[config.mk]
export PLATFORM = sky130hd
export DESIGN_NAME = sdr_adc_ctrl
export DESIGN_NICKNAME = d
export VERILOG_FILES = /design/src/include/sdr_pkg.sv /design/src/logic/sdr_sync.sv /design/src/logic/sdr_adc_ctrl.sv
export VERILOG_INCLUDE_DIRS = /design/src /design/src/include
export SDC_FILE = /design/constraint.sdc
export NUM_CORES = 1
export LEC_CHECK = 0
export BUFFER_PORTS_ARGS = -buffer_cell sky130_fd_sc_hd__clkbuf_2
export CORE_MARGIN = 3
export CORE_UTILIZATION = 58
export DETAILED_ROUTE_END_ITERATION = 8
export PLACE_DENSITY_LB_ADDON = 0.1
export SLEW_MARGIN = 0
export SYNTH_ARGS = -nofsm -noshare
export SYNTH_HDL_FRONTEND = slang
export SYNTH_SLANG_ARGS = --single-unit
[constraint.sdc]
create_clock -name clk_sys -period 2.5 [get_ports clk_sys]
set_clock_uncertainty 0.05 [all_clocks]
set_input_delay 0.125 -clock clk_sys [delete_from_list [all_inputs] [get_ports clk_sys]]
set_output_delay 0.125 -clock clk_sys [all_outputs]
set_load 0.02 [all_outputs]
[src/include/sdr_regs.svh]
`ifndef SDR_REGS_SVH
`define SDR_REGS_SVH
// Overview of operation
// - chip select low enables the data output driver and wakes the converter
// - after a conversion the converter sleeps while chip select stays high
// - chip select rising disables the data output driver
// - chip select rising during readout abandons it and starts a new conversion
// - data output is high impedance whenever chip select is high
// - in conversion and sleep with select low, output shows conversion status
// - internal serial clock mode drives the clock pin during data output
// - internal serial clock mode enables a weak pull-up on the clock pin
// - clock mode is internal after reset, then sampled from clock pin at select falling edge
// - notch select high uses the internal oscillator with a 50 Hz notch
// - notch select low uses the internal oscillator with a 60 Hz notch
// - a toggling notch select pin becomes the conversion clock, notch f/2560
// - states repeat in order: conversion, sleep, data output
// - the result stays in the static shift register through sleep
// - readout after select low shows the conversion just finished
// - output changes on falling clock edges, sampled on rising edges
// - data output ends after 32 bits or on select rising
// - a new conversion begins automatically when data output ends
// - calibration is folded into every conversion without changing timing
// - modes come from select and clock timing only, no configuration registers
// - word is four status bits, 24 result bits MSB first, four sub bits
// - first bit is active low done flag, second bit always low
// - third bit is polarity, fourth is overrange
// - on the 32nd falling clock edge output goes high for the next conversion
`define SDR_CLK_HZ 20000000
`define SDR_WORD_BITS 32
`define SDR_RESULT_BITS 24
// internal oscillator conversion clock per notch: notch times 2560
`define SDR_NOTCH_DIV 2560
`define SDR_NOTCH50_HZ 50
`define SDR_NOTCH60_HZ 60
// conversion lasts this many conversion clock periods (20480/f_eosc ms, f_eosc in kHz)
`define SDR_CONV_CLKS 20480
// internal serial clock is the conversion clock divided by 8
`define SDR_ISCK_DIV 8
// a notch select pin with no edge for this many cycles is treated as static
`define SDR_EXT_TIMEOUT_CYC 16
`endif

[src/include/sdr_pkg.sv]
package sdr_pkg;
   typedef enum logic [1:0] {
      SDR_CONV,
      SDR_SLEEP,
      SDR_OUT
   } sdr_state_e;
endpackage

[src/logic/sdr_sync.sv]
`timescale 1ns/1ps
// three-stage synchroniser; a change counts once stages two and three agree
module sdr_sync (
   input wire logic clk_sys,
   input wire logic rstn,
   input wire logic din,
   input wire logic init,
   output logic dout
);
   logic s1_reg;
   logic s2_reg;
   logic s3_reg;
   ////////////////////////////////////////////////////////////////////////
   // stage one is read only by stage two
   always_ff @(posedge clk_sys) begin
      if (!rstn) begin
         s1_reg <= 1'b1;
         s2_reg <= 1'b1;
         s3_reg <= 1'b1;
         dout <= 1'b1;
      end else begin
         s1_reg <= din;
         s2_reg <= s1_reg;
         s3_reg <= s2_reg;
         if (s2_reg == s3_reg) begin
            dout <= s3_reg;
         end
      end
   end
   // init is unused by logic; the reset values above are the constant 1
   logic unused_init;
   assign unused_init = init;
endmodule // sdr_sync

[src/logic/sdr_adc_ctrl.sv]
`timescale 1ns/1ps
`include "sdr_regs.svh"
module sdr_adc_ctrl
   import sdr_pkg::*;
#(
   parameter int CONV_CLKS = `SDR_CONV_CLKS,
   parameter int EXT_TIMEOUT_CYC = `SDR_EXT_TIMEOUT_CYC
) (
   input wire logic clk_sys,
   input wire logic rstn,
   input wire logic cs_n_pin,
   input wire logic sck_in,
   output logic sck_out,
   output logic sck_oe,
   output logic sck_pullup_en,
   output logic sdo_out,
   output logic sdo_oe,
   input wire logic notch_frequency_select,
   input wire logic [23:0] result_data,
   input wire logic polarity_flag,
   input wire logic overrange_flag,
   input wire logic [3:0] sub_lsb_data,
   output logic conv_active,
   output logic cal_strobe,
   output logic sleep_active,
   output logic ext_clock_active
);
   localparam int CLK_HZ = `SDR_CLK_HZ;
   // internal conversion clock half-period, in system cycles
   localparam int HALF50 = CLK_HZ / (`SDR_NOTCH50_HZ * `SDR_NOTCH_DIV * 2);
   localparam int HALF60 = CLK_HZ / (`SDR_NOTCH60_HZ * `SDR_NOTCH_DIV * 2);

   sdr_state_e state_reg;
   logic cs_n_s;
   logic sck_s;
   logic fsel_s;
   logic cs_n_d_reg;
   logic sck_d_reg;
   logic fsel_d_reg;
   logic ext_mode_reg;
   logic int_sck_reg;
   logic [7:0] osc_cnt_reg;
   logic osc_tick;
   logic ext_tick;
   logic [15:0] idle_cnt_reg;
   logic ext_clk_reg;
   logic [2:0] isck_div_reg;
   logic [$clog2(CONV_CLKS+1)-1:0] conv_cnt_reg;
   logic [31:0] shift_reg;
   logic [5:0] bit_cnt_reg;
   logic eoc_n_reg;
   logic cs_fall;
   logic cs_rise;
   logic sck_fall;
   logic conv_tick;
   logic done_word;

   ////////////////////////////////////////////////////////////////////////
   // pin synchronisers
   sdr_sync u_cs (.clk_sys(clk_sys), .rstn(rstn), .din(cs_n_pin), .init(1'b1),
      .dout(cs_n_s));
   sdr_sync u_sck (.clk_sys(clk_sys), .rstn(rstn), .din(sck_in), .init(1'b1),
      .dout(sck_s));
   sdr_sync u_fsel (.clk_sys(clk_sys), .rstn(rstn), .din(notch_frequency_select),
      .init(1'b1), .dout(fsel_s));

   // delayed copies for edge detection on synchronised levels
   always_ff @(posedge clk_sys) begin
      if (!rstn) begin
         cs_n_d_reg <= 1'b1;
         sck_d_reg <= 1'b1;
         fsel_d_reg <= 1'b1;
      end else begin
         cs_n_d_reg <= cs_n_s;
         sck_d_reg <= sck_s;
         fsel_d_reg <= fsel_s;
      end
   end
   assign cs_fall = cs_n_d_reg & ~cs_n_s;
   assign cs_rise = ~cs_n_d_reg & cs_n_s;

   ////////////////////////////////////////////////////////////////////////
   // external conversion clock detection: any recent toggle on the pin
   assign ext_tick = fsel_s & ~fsel_d_reg;
   always_ff @(posedge clk_sys) begin
      if (!rstn) begin
         idle_cnt_reg <= 16'h0000;
         ext_clk_reg <= 1'b0;
      end else if (fsel_s != fsel_d_reg) begin
         idle_cnt_reg <= 16'h0000;
         ext_clk_reg <= 1'b1;
      end else if (idle_cnt_reg >= 16'(EXT_TIMEOUT_CYC)) begin
         ext_clk_reg <= 1'b0; // static level: back to internal oscillator
      end else begin
         idle_cnt_reg <= idle_cnt_reg + 16'h0001;
      end
   end
   assign ext_clock_active = ext_clk_reg;

   // internal oscillator tick; rate follows notch select level
   always_ff @(posedge clk_sys) begin
      if (!rstn) begin
         osc_cnt_reg <= 8'h00;
      end else if (osc_tick) begin
         osc_cnt_reg <= 8'h00;
      end else begin
         osc_cnt_reg <= osc_cnt_reg + 8'h01;
      end
   end
   // high picks the 50 Hz notch, low the 60 Hz notch; full period = 2 halves
   assign osc_tick = fsel_s ? (osc_cnt_reg == 8'(2*HALF50 - 1))
                            : (osc_cnt_reg == 8'(2*HALF60 - 1));
   // one enable pulse per conversion clock period from whichever source is live
   assign conv_tick = ext_clk_reg ? ext_tick : osc_tick;

   ////////////////////////////////////////////////////////////////////////
   // serial clock mode: internal after reset, sampled from the clock pin at cs fall
   always_ff @(posedge clk_sys) begin
      if (!rstn) begin
         ext_mode_reg <= 1'b0;
      end else if (cs_fall) begin
         ext_mode_reg <= ~sck_s;
      end
   end
   assign sck_pullup_en = ~ext_mode_reg;

   ////////////////////////////////////////////////////////////////////////
   // main sequencer
   always_ff @(posedge clk_sys) begin
      if (!rstn) begin
         state_reg <= SDR_CONV;
      end else begin
         unique case (state_reg)
            SDR_CONV: begin
               if (conv_tick && conv_cnt_reg == ($bits(conv_cnt_reg))'(CONV_CLKS - 1)) begin
                  state_reg <= SDR_SLEEP;
               end
            end
            SDR_SLEEP: begin
               if (!cs_n_s) begin
                  state_reg <= SDR_OUT;
               end
            end
            SDR_OUT: begin
               if (cs_rise || done_word) begin
                  state_reg <= SDR_CONV;
               end
            end
         endcase
      end
   end
   assign conv_active = (state_reg == SDR_CONV);
   assign sleep_active = (state_reg == SDR_SLEEP);

   // conversion length counter; calibration is pulsed inside the same window
   always_ff @(posedge clk_sys) begin
      if (!rstn) begin
         conv_cnt_reg <= '0;
      end else if (state_reg != SDR_CONV) begin
         conv_cnt_reg <= '0;
      end else if (conv_tick) begin
         conv_cnt_reg <= conv_cnt_reg + 1'b1;
      end
   end
   // calibration hook at conversion start; timing seen outside is unchanged
   assign cal_strobe = conv_active && conv_tick && (conv_cnt_reg == '0);

   ////////////////////////////////////////////////////////////////////////
   // internal serial clock: conversion clock divided by 8, only in data output
   // idles low so the first edge after select falls is a rise: bit 31 is
   // taken there, and no fall can shift it away before the host samples it
   always_ff @(posedge clk_sys) begin
      if (!rstn) begin
         isck_div_reg <= 3'h0;
         int_sck_reg <= 1'b0;
      end else if (state_reg != SDR_OUT || ext_mode_reg) begin
         isck_div_reg <= 3'h0;
         int_sck_reg <= 1'b0;
      end else if (conv_tick) begin
         isck_div_reg <= isck_div_reg + 3'h1;
         if (isck_div_reg == 3'(`SDR_ISCK_DIV/2 - 1) || isck_div_reg == 3'(`SDR_ISCK_DIV - 1)) begin
            int_sck_reg <= ~int_sck_reg;
         end
      end
   end
   // clock pin is driven only in internal mode during data output
   assign sck_oe = ~ext_mode_reg && (state_reg == SDR_OUT) && !cs_n_s;
   assign sck_out = int_sck_reg;

   // falling edge of whichever serial clock is active
   assign sck_fall = ext_mode_reg ? (sck_d_reg & ~sck_s)
                                  : (conv_tick && int_sck_reg &&
                                     (isck_div_reg == 3'(`SDR_ISCK_DIV - 1)) &&
                                     state_reg == SDR_OUT);
   assign done_word = sck_fall && (bit_cnt_reg == 6'(`SDR_WORD_BITS - 1));

   ////////////////////////////////////////////////////////////////////////
   // done flag: high while converting, low once result is latched
   always_ff @(posedge clk_sys) begin
      if (!rstn) begin
         eoc_n_reg <= 1'b1;
      end else if (state_reg == SDR_CONV && conv_tick &&
                   conv_cnt_reg == ($bits(conv_cnt_reg))'(CONV_CLKS - 1)) begin
         eoc_n_reg <= 1'b0;
      end else if (state_reg == SDR_OUT && (cs_rise || done_word)) begin
         eoc_n_reg <= 1'b1;
      end
   end

   // output word is loaded at end of conversion and held through sleep
   always_ff @(posedge clk_sys) begin
      if (!rstn) begin
         shift_reg <= 32'h0000_0000;
         bit_cnt_reg <= 6'h00;
      end else if (state_reg == SDR_CONV && conv_tick &&
                   conv_cnt_reg == ($bits(conv_cnt_reg))'(CONV_CLKS - 1)) begin
         // eoc low, filler low, polarity, overrange, result, sub bits
         shift_reg <= {1'b0, 1'b0, polarity_flag, overrange_flag,
                       result_data, sub_lsb_data};
         bit_cnt_reg <= 6'h00;
      end else if (state_reg == SDR_OUT && sck_fall && !done_word) begin
         shift_reg <= {shift_reg[30:0], 1'b0};
         bit_cnt_reg <= bit_cnt_reg + 6'h01;
      end else if (state_reg != SDR_OUT) begin
         bit_cnt_reg <= 6'h00;
      end
   end

   ////////////////////////////////////////////////////////////////////////
   // data pin drive; status shown outside data output, released when cs high
   always_ff @(posedge clk_sys) begin
      if (!rstn) begin
         sdo_oe <= 1'b0;
         sdo_out <= 1'b1;
      end else begin
         sdo_oe <= ~cs_n_s;
         if (state_reg == SDR_OUT && !done_word) begin
            sdo_out <= shift_reg[31];
         end else if (state_reg == SDR_OUT) begin
            sdo_out <= 1'b1;
         end else begin
            sdo_out <= eoc_n_reg;
         end
      end
   end
endmodule // sdr_adc_ctrl

==> reports/results.tsv, run 1 <==
stage	metric	value	unit
sta	max_slew.worst_pin.slew	558	ps
sta	finalHoldViolCount	0	
floorplanning	io_pins	44	
drt	wl	8.12	mm
floorplanning	die-width	92.3	um
placed_design	gp_congestion	0.784	
floorplanning	core_region_area	7020	um^2
hold_path	hold_depth	3	
power_and_ir_drop	pwr-share-comb	0.051	
power_and_ir_drop	pwr-share-clk	0.358	
floorplanning	initial_utilization	0.615	
sta	finalSetupTns	0	ps
placed_design	hpwl	5.49	mm
yosys	synthesis.nets	503	
worst_setup_path	end_kind	output port	
clocking	clock_latency	360	ps
run_status	status	finished clean	
sta	max_freq	0.436	GHz
clocking	cts_root_buffer	clkbuf_8	
global_route	busiest_layer	met2	
worst_setup_path	startpoint_type	flip-flop	
global_route	grt_use_met3	0.0394	
power_and_ir_drop	power_density	563	nW/um^2
yosys	ys_async_sr_fraction	0	
power_and_ir_drop	seqPwrFrac	0.592	
worst_setup_path	arrival	2120	ps
worst_setup_path	crit_type	reg2out	
yosys	avgSynthCellArea	9.49	um^2
global_route	grt_pass1_wl	14.3	mm
global_route	use_met2	0.327	
sta	min_period	2290	ps
drt	avgViaCountPerCell	5.31	
floorplanning	die-area	8510	um^2
drt	firstDrtPassIters	4	
sta	maxSlewHeadroom	0.627	
clocking	cts_tree	built	
sta	slew_violations	0	
clocking	cts_max_level	3	
drt	drc	0	
global_route	antenna_found_initial	0	
sta	worst_slack	207	ps
global_route	grt.total_usage	0.203	
placed_design	placed_area	4610	um^2
drt	ant_nets	0	
power_and_ir_drop	ir_drop	0.430	mV
global_route	grt_overflow_total	0	
power_and_ir_drop	sw_frac_of_total	0.235	
drt	wl_per_cell	13.2	um
sta	finalSetupViolCount	0	
sta	fin_crit_sh	0.917	
drt	drtIter0Drc	96	
power_and_ir_drop	p_int	2.16	mW
worst_setup_path	rrSetupSlack	250	ps
drt	routed-via-count	3273	
layout	syn_to_final_growth	16.2	%
clocking	clock-sinks	103	
yosys	synth_edf_count	0	
yosys	ys_seq_area_frac	0.478	
sta	rsz0062_at_grt	no	
worst_setup_path	r2r-start	isck_div_reg[0]$_SDFFE_PP0P_	
clocking	cts_buffers	9	
worst_setup_path	worstPathRequired	2330	ps
yosys	synth_seq_cells	103	
floorplanning	rows	30	
layout	drive_gt1_frac	0.148	
floorplanning	fp.dieH	92.3	um
worst_setup_path	crit_fanout	11	
placed_design	io_buffers	43	
clocking	path_clk_slew	100	ps
layout	num_antenna_cells	0	
hold_path	hold_class	in2reg	
power_and_ir_drop	p_sw	0.664	mW
yosys	netlist_area	4320	um^2
yosys	synth_top_flop_cell	dfxtp_1	
hold_path	hold_end	shift_reg[1]$_SDFFE_PN0P_	
yosys	yosys_warnings	0	
global_route	first_global_vias	3198	
global_route	grt_max_degree	42	
flow_run	drv_cap	0	
yosys	synth_cells	455	
hold_path	hp-start	sub_lsb_data[1]	
layout	final_area	5020	um^2
worst_setup_path	reg2reg_to	shift_reg[25]$_SDFFE_PN0P_	
global_route	grt_util_met1	0.274	
yosys	synth_cell_types	48	
layout	nNetsFinal	563	
placed_design	pre_cts_ws	323	ps
layout	largest_reg_flops	32	
clocking	clock_path_buffers	2	
power_and_ir_drop	power.leakage	2.25	nW
worst_setup_path	ff2ff_path_depth	9	
cell usage in the layout (no fill, tap or decap), types with 2 or more instances in the layout:
cell,synthesis,final
and4_1,2,2
buf_4,0,7
nand2_1,21,20
nor2_1,47,47
inv_6,0,2
o21a_1,2,2
xnor2_1,10,10
inv_1,16,16
nand2b_1,12,12
or3_1,3,3
o2111ai_1,2,2
nor4_1,5,5
clkbuf_8,0,11
o21ai_0,39,39
and3_1,22,22
xor2_1,17,17
nand3_1,12,12
nor2b_1,2,2
nand4_1,5,5
dlygate4sd3_1,0,20
clkinv_4,0,2
ha_1,13,13
nor3_1,2,2
a21oi_1,38,38
mux2i_1,36,36
a211oi_1,2,2
dfxtp_1,103,103
clkbuf_2,1,43
cells in the mapped netlist, types with 12 or more instances:
library cell / instances / area, um^2
mux2i_1: 36 / 360
inv_1: 16 / 60.1
xor2_1: 17 / 149
nand2_1: 21 / 78.8
and3_1: 22 / 138
dfxtp_1: 103 / 2060
nand2b_1: 12 / 75.1
o21ai_0: 39 / 195
nor2_1: 47 / 176
nand3_1: 12 / 60.1
ha_1: 13 / 163
clkbuf_1: 17 / 63.8
a21oi_1: 38 / 190
critical path, stage by stage (launching register included):
cell and delay [ps]:
dfxtp_1 390, nor4_4 400, o2111ai_4 210, nand2_2 150, buf_4 190, nand3_1 100
nor2_1 130, clkbuf_2 180
kinds of logic (layout without fill, tap and decap cells):
logic type,Yosys count,in the layout,share of synthesized area
AO/OA/AOI/OAI,94,94,0.130
adder cells (fa/ha/maj),13,13,0.0377
flip-flops,103,103,0.478
buffers and inverters,38,103,0.0388
XOR/XNOR,27,27,0.0548
multiplexers,36,36,0.0835
AND/OR/NAND/NOR,144,144,0.178
how the worst max path moves through the flow:
stage	start	endpoint	slack, ps	cells past startpoint
global route	osc_cnt_reg[1]$_SDFF_PP0_	cal_strobe	20	7
finish	osc_cnt_reg[1]$_SDFF_PP0_	cal_strobe	210	7
global placement	u_fsel.dout$_SDFFE_PN1N_	shift_reg[23]$_SDFFE_PN0P_	390	7
detailed placement	isck_div_reg[0]$_SDFFE_PP0P_	shift_reg[23]$_SDFFE_PN0P_	320	9
CTS	u_fsel.dout$_SDFFE_PN1N_	cal_strobe	130	7
floorplan	state_reg[0]$_SDFFE_PN0P_	shift_reg[19]$_SDFFE_PN0P_	560	10
power groups by stage:
stage	registers [mW]	logic, mW	clock network (mW)
detailed placement	1.71	0.117	0
CTS	1.67	0.143	1.04
global placement	1.71	0.116	0
global route	1.68	0.161	1.10
finish	1.67	0.143	1.01
floorplan	1.71	0.0736	0
metal layers:
layer,share of wire,vias up
li1,-,1703
met1,0.49,1503
met5,0,-
met2,0.47,53
met3,0.029,14
met4,0.014,0
cell type report:
class	count	area, um^2
clock buffers	11	151
clock inverters	5	46.3
fillers	561	2000
inverters	16	60.1
multi-input cells	314	2090
flip-flops and latches	103	2060
well taps	96	120
repair buffers	71	488
what timing repair did:
item / in CTS / in global routing
endpoints found under the setup margin: 0 / 1
resized for setup: 0 / 1
setup buffers: 0 / 1
hold endpoints to repair: 20 / 0
hold buffers: 20 / 0
per-stage QoR:
stage	hold WS [ps]	total power, mW	utilization	std cells
final	14.4	2.83	0.715	616
after global routing	19.9	2.94	0.715	616
after CTS	3.25	2.86	0.713	615
after detailed placement	261	1.83	0.657	579
after global placement	257	1.82	0.657	579
after floorplan	176	1.78	-	455
No activity file was read; power rests on OpenSTA's default activity.
==> run 2, diff against run 1 <==
--- a/config.mk
+++ b/config.mk
@@ -9,9 +9,11 @@
 export BUFFER_PORTS_ARGS = -buffer_cell sky130_fd_sc_hd__clkbuf_2
 export CORE_MARGIN = 3
 export CORE_UTILIZATION = 58
+export CTS_CLUSTER_SIZE = 25
 export DETAILED_ROUTE_END_ITERATION = 8
-export PLACE_DENSITY_LB_ADDON = 0.1
+export PLACE_DENSITY = 0.83
 export SLEW_MARGIN = 0
 export SYNTH_ARGS = -nofsm -noshare
 export SYNTH_HDL_FRONTEND = slang
+export SYNTH_HIERARCHICAL = 1
 export SYNTH_SLANG_ARGS = --single-unit
==> reports/results.tsv, run 2 <==
stage	metric	value	unit
clocking	cts_tree	built	
drt	wl_met1	3.87	mm
worst_setup_path	cpPeakStageDelay	480	ps
sta	finalSetupViolCount	0	
yosys	synthesis.nets	503	
global_route	first_global_vias	3354	
power_and_ir_drop	power_density	571	nW/um^2
hold_path	hold_class	in2reg	
yosys	avgSynthCellArea	9.49	um^2
sta	max_slew.worst_pin.slew	539	ps
floorplanning	die-area	8520	um^2
layout	num_antenna_cells	0	
sta	finalHoldViolCount	0	
flow_run	drv_cap	0	
global_route	grt_pass1_wl	15.3	mm
worst_setup_path	reg2reg_to	shift_reg[29]$_SDFFE_PN0P_	
worst_setup_path	crit_type	reg2reg	
power_and_ir_drop	ir_drop	0.476	mV
clocking	clock_latency	370	ps
worst_setup_path	arrival	2490	ps
floorplanning	fp.dieH	92.3	um
global_route	antenna_found_initial	0	
clocking	clock_path_buffers	2	
drt	wl_met3	292	um
worst_setup_path	crit_fanout	32	
drt	wl_per_cell	14.2	um
drt	wl	8.88	mm
clocking	post-cts-setup-buffers	0	
layout	nNetsFinal	574	
floorplanning	io_pins	44	
yosys	netlist_area	4320	um^2
layout	drive_gt1_frac	0.143	
floorplanning	die-width	92.3	um
sta	max_freq	0.437	GHz
placed_design	gp_congestion	0.833	
placed_design	hpwl	5.65	mm
drt	highest_layer	met4	
global_route	grt_overflow_total	0	
sta	rsz0062_at_grt	no	
global_route	grt.total_usage	0.223	
drt	drc	0	
floorplanning	core_region_area	7020	um^2
worst_setup_path	startpoint_type	flip-flop	
sta	min_period	2290	ps
sta	holdWs	41.8	ps
worst_setup_path	slowest_stage	dfxtp_1	
layout	fillCellCount	508	
drt	drtIter0Drc	149	
worst_setup_path	end_kind	flip-flop	
sta	maxSlewHeadroom	0.640	
yosys	synth_cells	455	
drt	routed-via-count	3410	
global_route	grt_max_degree	34	
clocking	cts_max_level	3	
worst_setup_path	worstPathRequired	2700	ps
drt	ant_nets	0	
worst_setup_path	ff2ff_path_depth	7	
layout	final_common_cell	dfxtp_1	
worst_setup_path	r2r-start	u_fsel/dout$_SDFFE_PN1N_	
sta	slew_violations	0	
hold_path	hp-start	result_data[20]	
floorplanning	rows	30	
drt	avgViaCountPerCell	5.44	
sta	finalSetupTns	0	ps
worst_setup_path	rrSetupSlack	210	ps
floorplanning	initial_utilization	0.615	
worst_setup_path	crit_start	u_fsel/dout$_SDFFE_PN1N_	
layout	layout_common_cells	dfxtp_1, nor2_1, clkbuf_2	
worst_setup_path	crit_chain	ha_1, and2_1, nor2_1, a211oi_4, nand2_4, mux2i_1, a21oi_1	
layout	multi_input_area	2100	um^2
layout	regArea	2060	um^2
worst_setup_path	cp.depth	7	
clocking	clock-sinks	103	
worst_setup_path	crit_family	simple AND/OR/NAND/NOR gates	
layout	largest_reg_flops	32	
clocking	cts_resized	0	
sta	fin_crit_sh	0.915	
drt	firstDrtPassIters	4	
power_and_ir_drop	power.leakage	2.32	nW
run_status	status	finished clean	
placed_design	io_buffers	43	
clocking	cts_buffers	9	
drt	routed-wl-met2	4.55	mm
clocking	path_clk_slew	110	ps
layout	syn_to_final_growth	18.6	%
hold_path	hold_end	shift_reg[24]$_SDFFE_PN0P_	
hold_path	hold_depth	3	
worst_setup_path	crit_buf_inv	0	
clocking	cts_root_buffer	clkbuf_8	
yosys	yosys_warnings	6	
==> run 2: worst register-to-register path, stage by stage (launching register included) <==
cell and delay (ps):
dfxtp_1 480, ha_1 240, and2_1 200, nor2_1 90, a211oi_4 290, nand2_4 350, mux2i_1 360, a21oi_1 120
==> run 2: what timing repair did <==
| action | CTS | global route |
|---|---|---|
| endpoints found under the setup margin | 0 | 0 |
| endpoints found under the hold margin | 31 | 0 |
| hold buffers | 31 | 0 |
==> run 2: worst max-delay path by stage <==
stage,to
5_1_grt,shift_reg[29]$_SDFFE_PN0P_
3_3_place_gp,bit_cnt_reg[4]$_SDFFE_PP0P_
4_1_cts,cal_strobe
2_1_floorplan,shift_reg[1]$_SDFFE_PN0P_
6_report,shift_reg[29]$_SDFFE_PN0P_
3_5_place_dp,bit_cnt_reg[2]$_SDFFE_PP0P_
==> run 2: power by group <==
group	internal, mW	switching (mW)
Combinational	0.0840	0.0783
Clock	0.485	0.607
Sequential	1.66	0.0151
Total	2.23	0.700
==> run 2: stage by stage <==
| stage | area (um^2) | instances | power (mW) | setup WS, ps | utilization |
|---|---|---|---|---|---|
| floorplan | 4320 | 455 | 1.78 | 465 | - |
| global placement | 4600 | 580 | 1.83 | 364 | 0.655 |
| detailed placement | 4600 | 580 | 1.83 | 316 | 0.655 |
| CTS | 5120 | 627 | 2.95 | 261 | 0.729 |
| global route | 5120 | 627 | 3.03 | 30.3 | 0.729 |
| finish | 5120 | 627 | 2.93 | 213 | 0.729 |
==> run 2: routing by layer <==
metal	global-route usage	up-vias
met1	0.266	1612
met2	0.385	65
met3	0.0607	14
met5	0	-
met4	0.0804	0
li1	-	1719
==> run 2: area by class of cell <==
type                    instances  area share
well taps                      96      0.0235
repair buffers                 81       0.113
multi-input cells             319       0.411
clock inverters                 7      0.0171
inverters                      12     0.00880
flip-flops and latches        103       0.403
clock buffers                   9      0.0242
==> run 3, diff against run 2 <==
--- a/config.mk
+++ b/config.mk
@@ -12,6 +12,7 @@
 export CTS_CLUSTER_SIZE = 25
 export DETAILED_ROUTE_END_ITERATION = 8
 export PLACE_DENSITY = 0.83
+export RECOVER_POWER = 100
 export SLEW_MARGIN = 0
 export SYNTH_ARGS = -nofsm -noshare
 export SYNTH_HDL_FRONTEND = slang
==> reports/results.tsv, run 3 (synthesized netlist as in run 2, its figures left out) <==
stage	metric	value	unit
global_route	grt.total_usage	0.223	
global_route	use_met2	0.385	
sta	maxSlewHeadroom	0.236	
layout	largest_reg_flops	32	
floorplanning	io_pins	44	
sta	worst_slack	216	ps
sta	fin_crit_sh	0.914	
global_route	grt_util_met1	0.266	
layout	final_common_cell	dfxtp_1	
global_route	busiest_layer	met2	
worst_setup_path	slowest_stage	dfxtp_1	
global_route	grt_max_degree	34	
placed_design	gp_congestion	0.833	
layout	layout_common_cells	dfxtp_1, nor2_1, a21oi_1	
drt	wl_per_cell	14.2	um
floorplanning	die-width	92.3	um
placed_design	io_buffers	43	
clocking	path_clk_slew	110	ps
layout	num_antenna_cells	0	
worst_setup_path	arrival	2540	ps
placed_design	place_inst	580	
clocking	cts_root_buffer	clkbuf_8	
clocking	cts_max_level	3	
floorplanning	die-area	8520	um^2
floorplanning	initial_utilization	0.615	
hold_path	hold_class	in2reg	
power_and_ir_drop	p_total	2.92	mW
run_status	status	finished clean	
floorplanning	rows	30	
drt	routed-via-count	3416	
layout	syn_to_final_growth	18.0	%
worst_setup_path	crit_fanout	32	
clocking	clock_latency	380	ps
layout	final_util	0.726	
drt	drtIter0Drc	136	
worst_setup_path	startpoint_type	flip-flop	
worst_setup_path	rrSetupSlack	220	ps
drt	avgViaCountPerCell	5.45	
worst_setup_path	worstPathRequired	2750	ps
sta	finalSetupTns	0	ps
layout	drive_gt1_frac	0.119	
power_and_ir_drop	ir_drop	0.476	mV
clocking	cts_tree	built	
power_and_ir_drop	pwr-share-clk	0.373	
clocking	post-cts-setup-buffers	0	
global_route	first_global_vias	3354	
clocking	clock_path_buffers	2	
sta	max_freq	0.438	GHz
layout	final_cells	627	
drt	drc	0	
layout	fillCellCount	520	
worst_setup_path	end_kind	flip-flop	
clocking	cts_resized	0	
drt	ant_nets	0	
sta	finalSetupViolCount	0	
sta	min_period	2280	ps
floorplanning	fp.dieH	92.3	um
sta	finalHoldViolCount	0	
worst_setup_path	crit_chain	and4_1, o211a_1, o211a_1, nand3_1, buf_4, nand3_1, a21oi_1	
clocking	clock-sinks	103	
sta	rsz0062_at_grt	no	
flow_run	drv_cap	0	
placed_design	hpwl	5.65	mm
clocking	cts_buffers	9	
placed_design	pre_cts_ws	316	ps
global_route	grt_pass1_wl	15.3	mm
worst_setup_path	crit_type	reg2reg	
power_and_ir_drop	sw_frac_of_total	0.239	
global_route	antenna_found_initial	0	
drt	firstDrtPassIters	4	
sta	max_slew.worst_pin.slew	1150	ps
sta	slew_violations	0	
power_and_ir_drop	power.leakage	2.28	nW
power_and_ir_drop	p_sw	0.698	mW
drt	wl	8.90	mm
global_route	grt_use_met3	0.0607	
power_and_ir_drop	seqPwrFrac	0.572	
global_route	grt_overflow_total	0	
power_and_ir_drop	power_density	573	nW/um^2
power_and_ir_drop	pwr-share-comb	0.055	
layout	nNetsFinal	574	
worst_setup_path	cpPeakStageDelay	390	ps
floorplanning	core_region_area	7020	um^2
power_and_ir_drop	p_int	2.22	mW
## run 3: changes by cell type in the layout (fill, tap and decap cells not counted)
cell | before | now
nand3_2 | 2 | 1
and4_1 | 0 | 1
o21ai_0 | 27 | 31
nand3_1 | 14 | 15
and4_4 | 1 | 0
buf_4 | 7 | 6
clkbuf_2 | 43 | 33
clkbuf_1 | 0 | 11
o21ai_1 | 11 | 7
## run 3: critical path, delay by kind of cell (launching register included)
kind	cells	cell delay, ps
and+or+nand+nor	3	670
buffers and inverters	1	300
AOI/OAI and AO/OA	3	790
DFF	1	390
## run 3: worst paths after layout
kind | from | end | depth (start not counted)
max | u_fsel/dout$_SDFFE_PN1N_ | bit_cnt_reg[5]$_SDFFE_PP0P_ | 7
min | result_data[20] | shift_reg[24]$_SDFFE_PN0P_ | 3
max reg2reg | u_fsel/dout$_SDFFE_PN1N_ | bit_cnt_reg[5]$_SDFFE_PP0P_ | 7
min reg2reg | u_fsel/s1_reg$_SDFF_PN1_ | u_fsel/s2_reg$_SDFF_PN1_ | 1
## run 3: repair_timing
item | 4_1_cts | 5_1_grt
endpoints found under the setup margin | 0 | 0
hold buffers | 31 | 0
hold endpoints to repair | 31 | 0
## run 3: cell type report
cell class                      count  area (um^2)  area share
Inverter                           12         45.0     0.00884
Clock buffer                        9          124      0.0243
Multi-Input combinational cell    319         2100       0.411
Sequential cell                   103         2060       0.405
Timing Repair Buffer               81          562       0.110
Clock inverter                      7         87.6      0.0172
Tap cell                           96          120      0.0236
## run 3: routing by layer
| layer | share of wire | routed length, um |
|---|---|---|
| met1 | 0.43 | 3850 |
| met2 | 0.50 | 4480 |
| met3 | 0.038 | 339 |
| met4 | 0.025 | 223 |
| met5 | 0 | 0 |
## run 3: power by group through the flow
| stage | registers, mW | logic, mW | clock network [mW] |
|---|---|---|---|
| final | 1.67 | 0.160 | 1.09 |
| after global routing | 1.67 | 0.179 | 1.18 |
| after CTS | 1.67 | 0.162 | 1.12 |
| after detailed placement | 1.71 | 0.123 | 0 |
| after global placement | 1.71 | 0.119 | 0 |
| after floorplan | 1.71 | 0.0742 | 0 |
## run 3: through the flow
step                      hold WS [ps]  instance area, um^2
after global placement             259                 4600
after floorplan                    148                 4320
after CTS                         6.52                 5120
final                             37.7                 5100
after detailed placement           261                 4600
after global routing              38.4                 5100
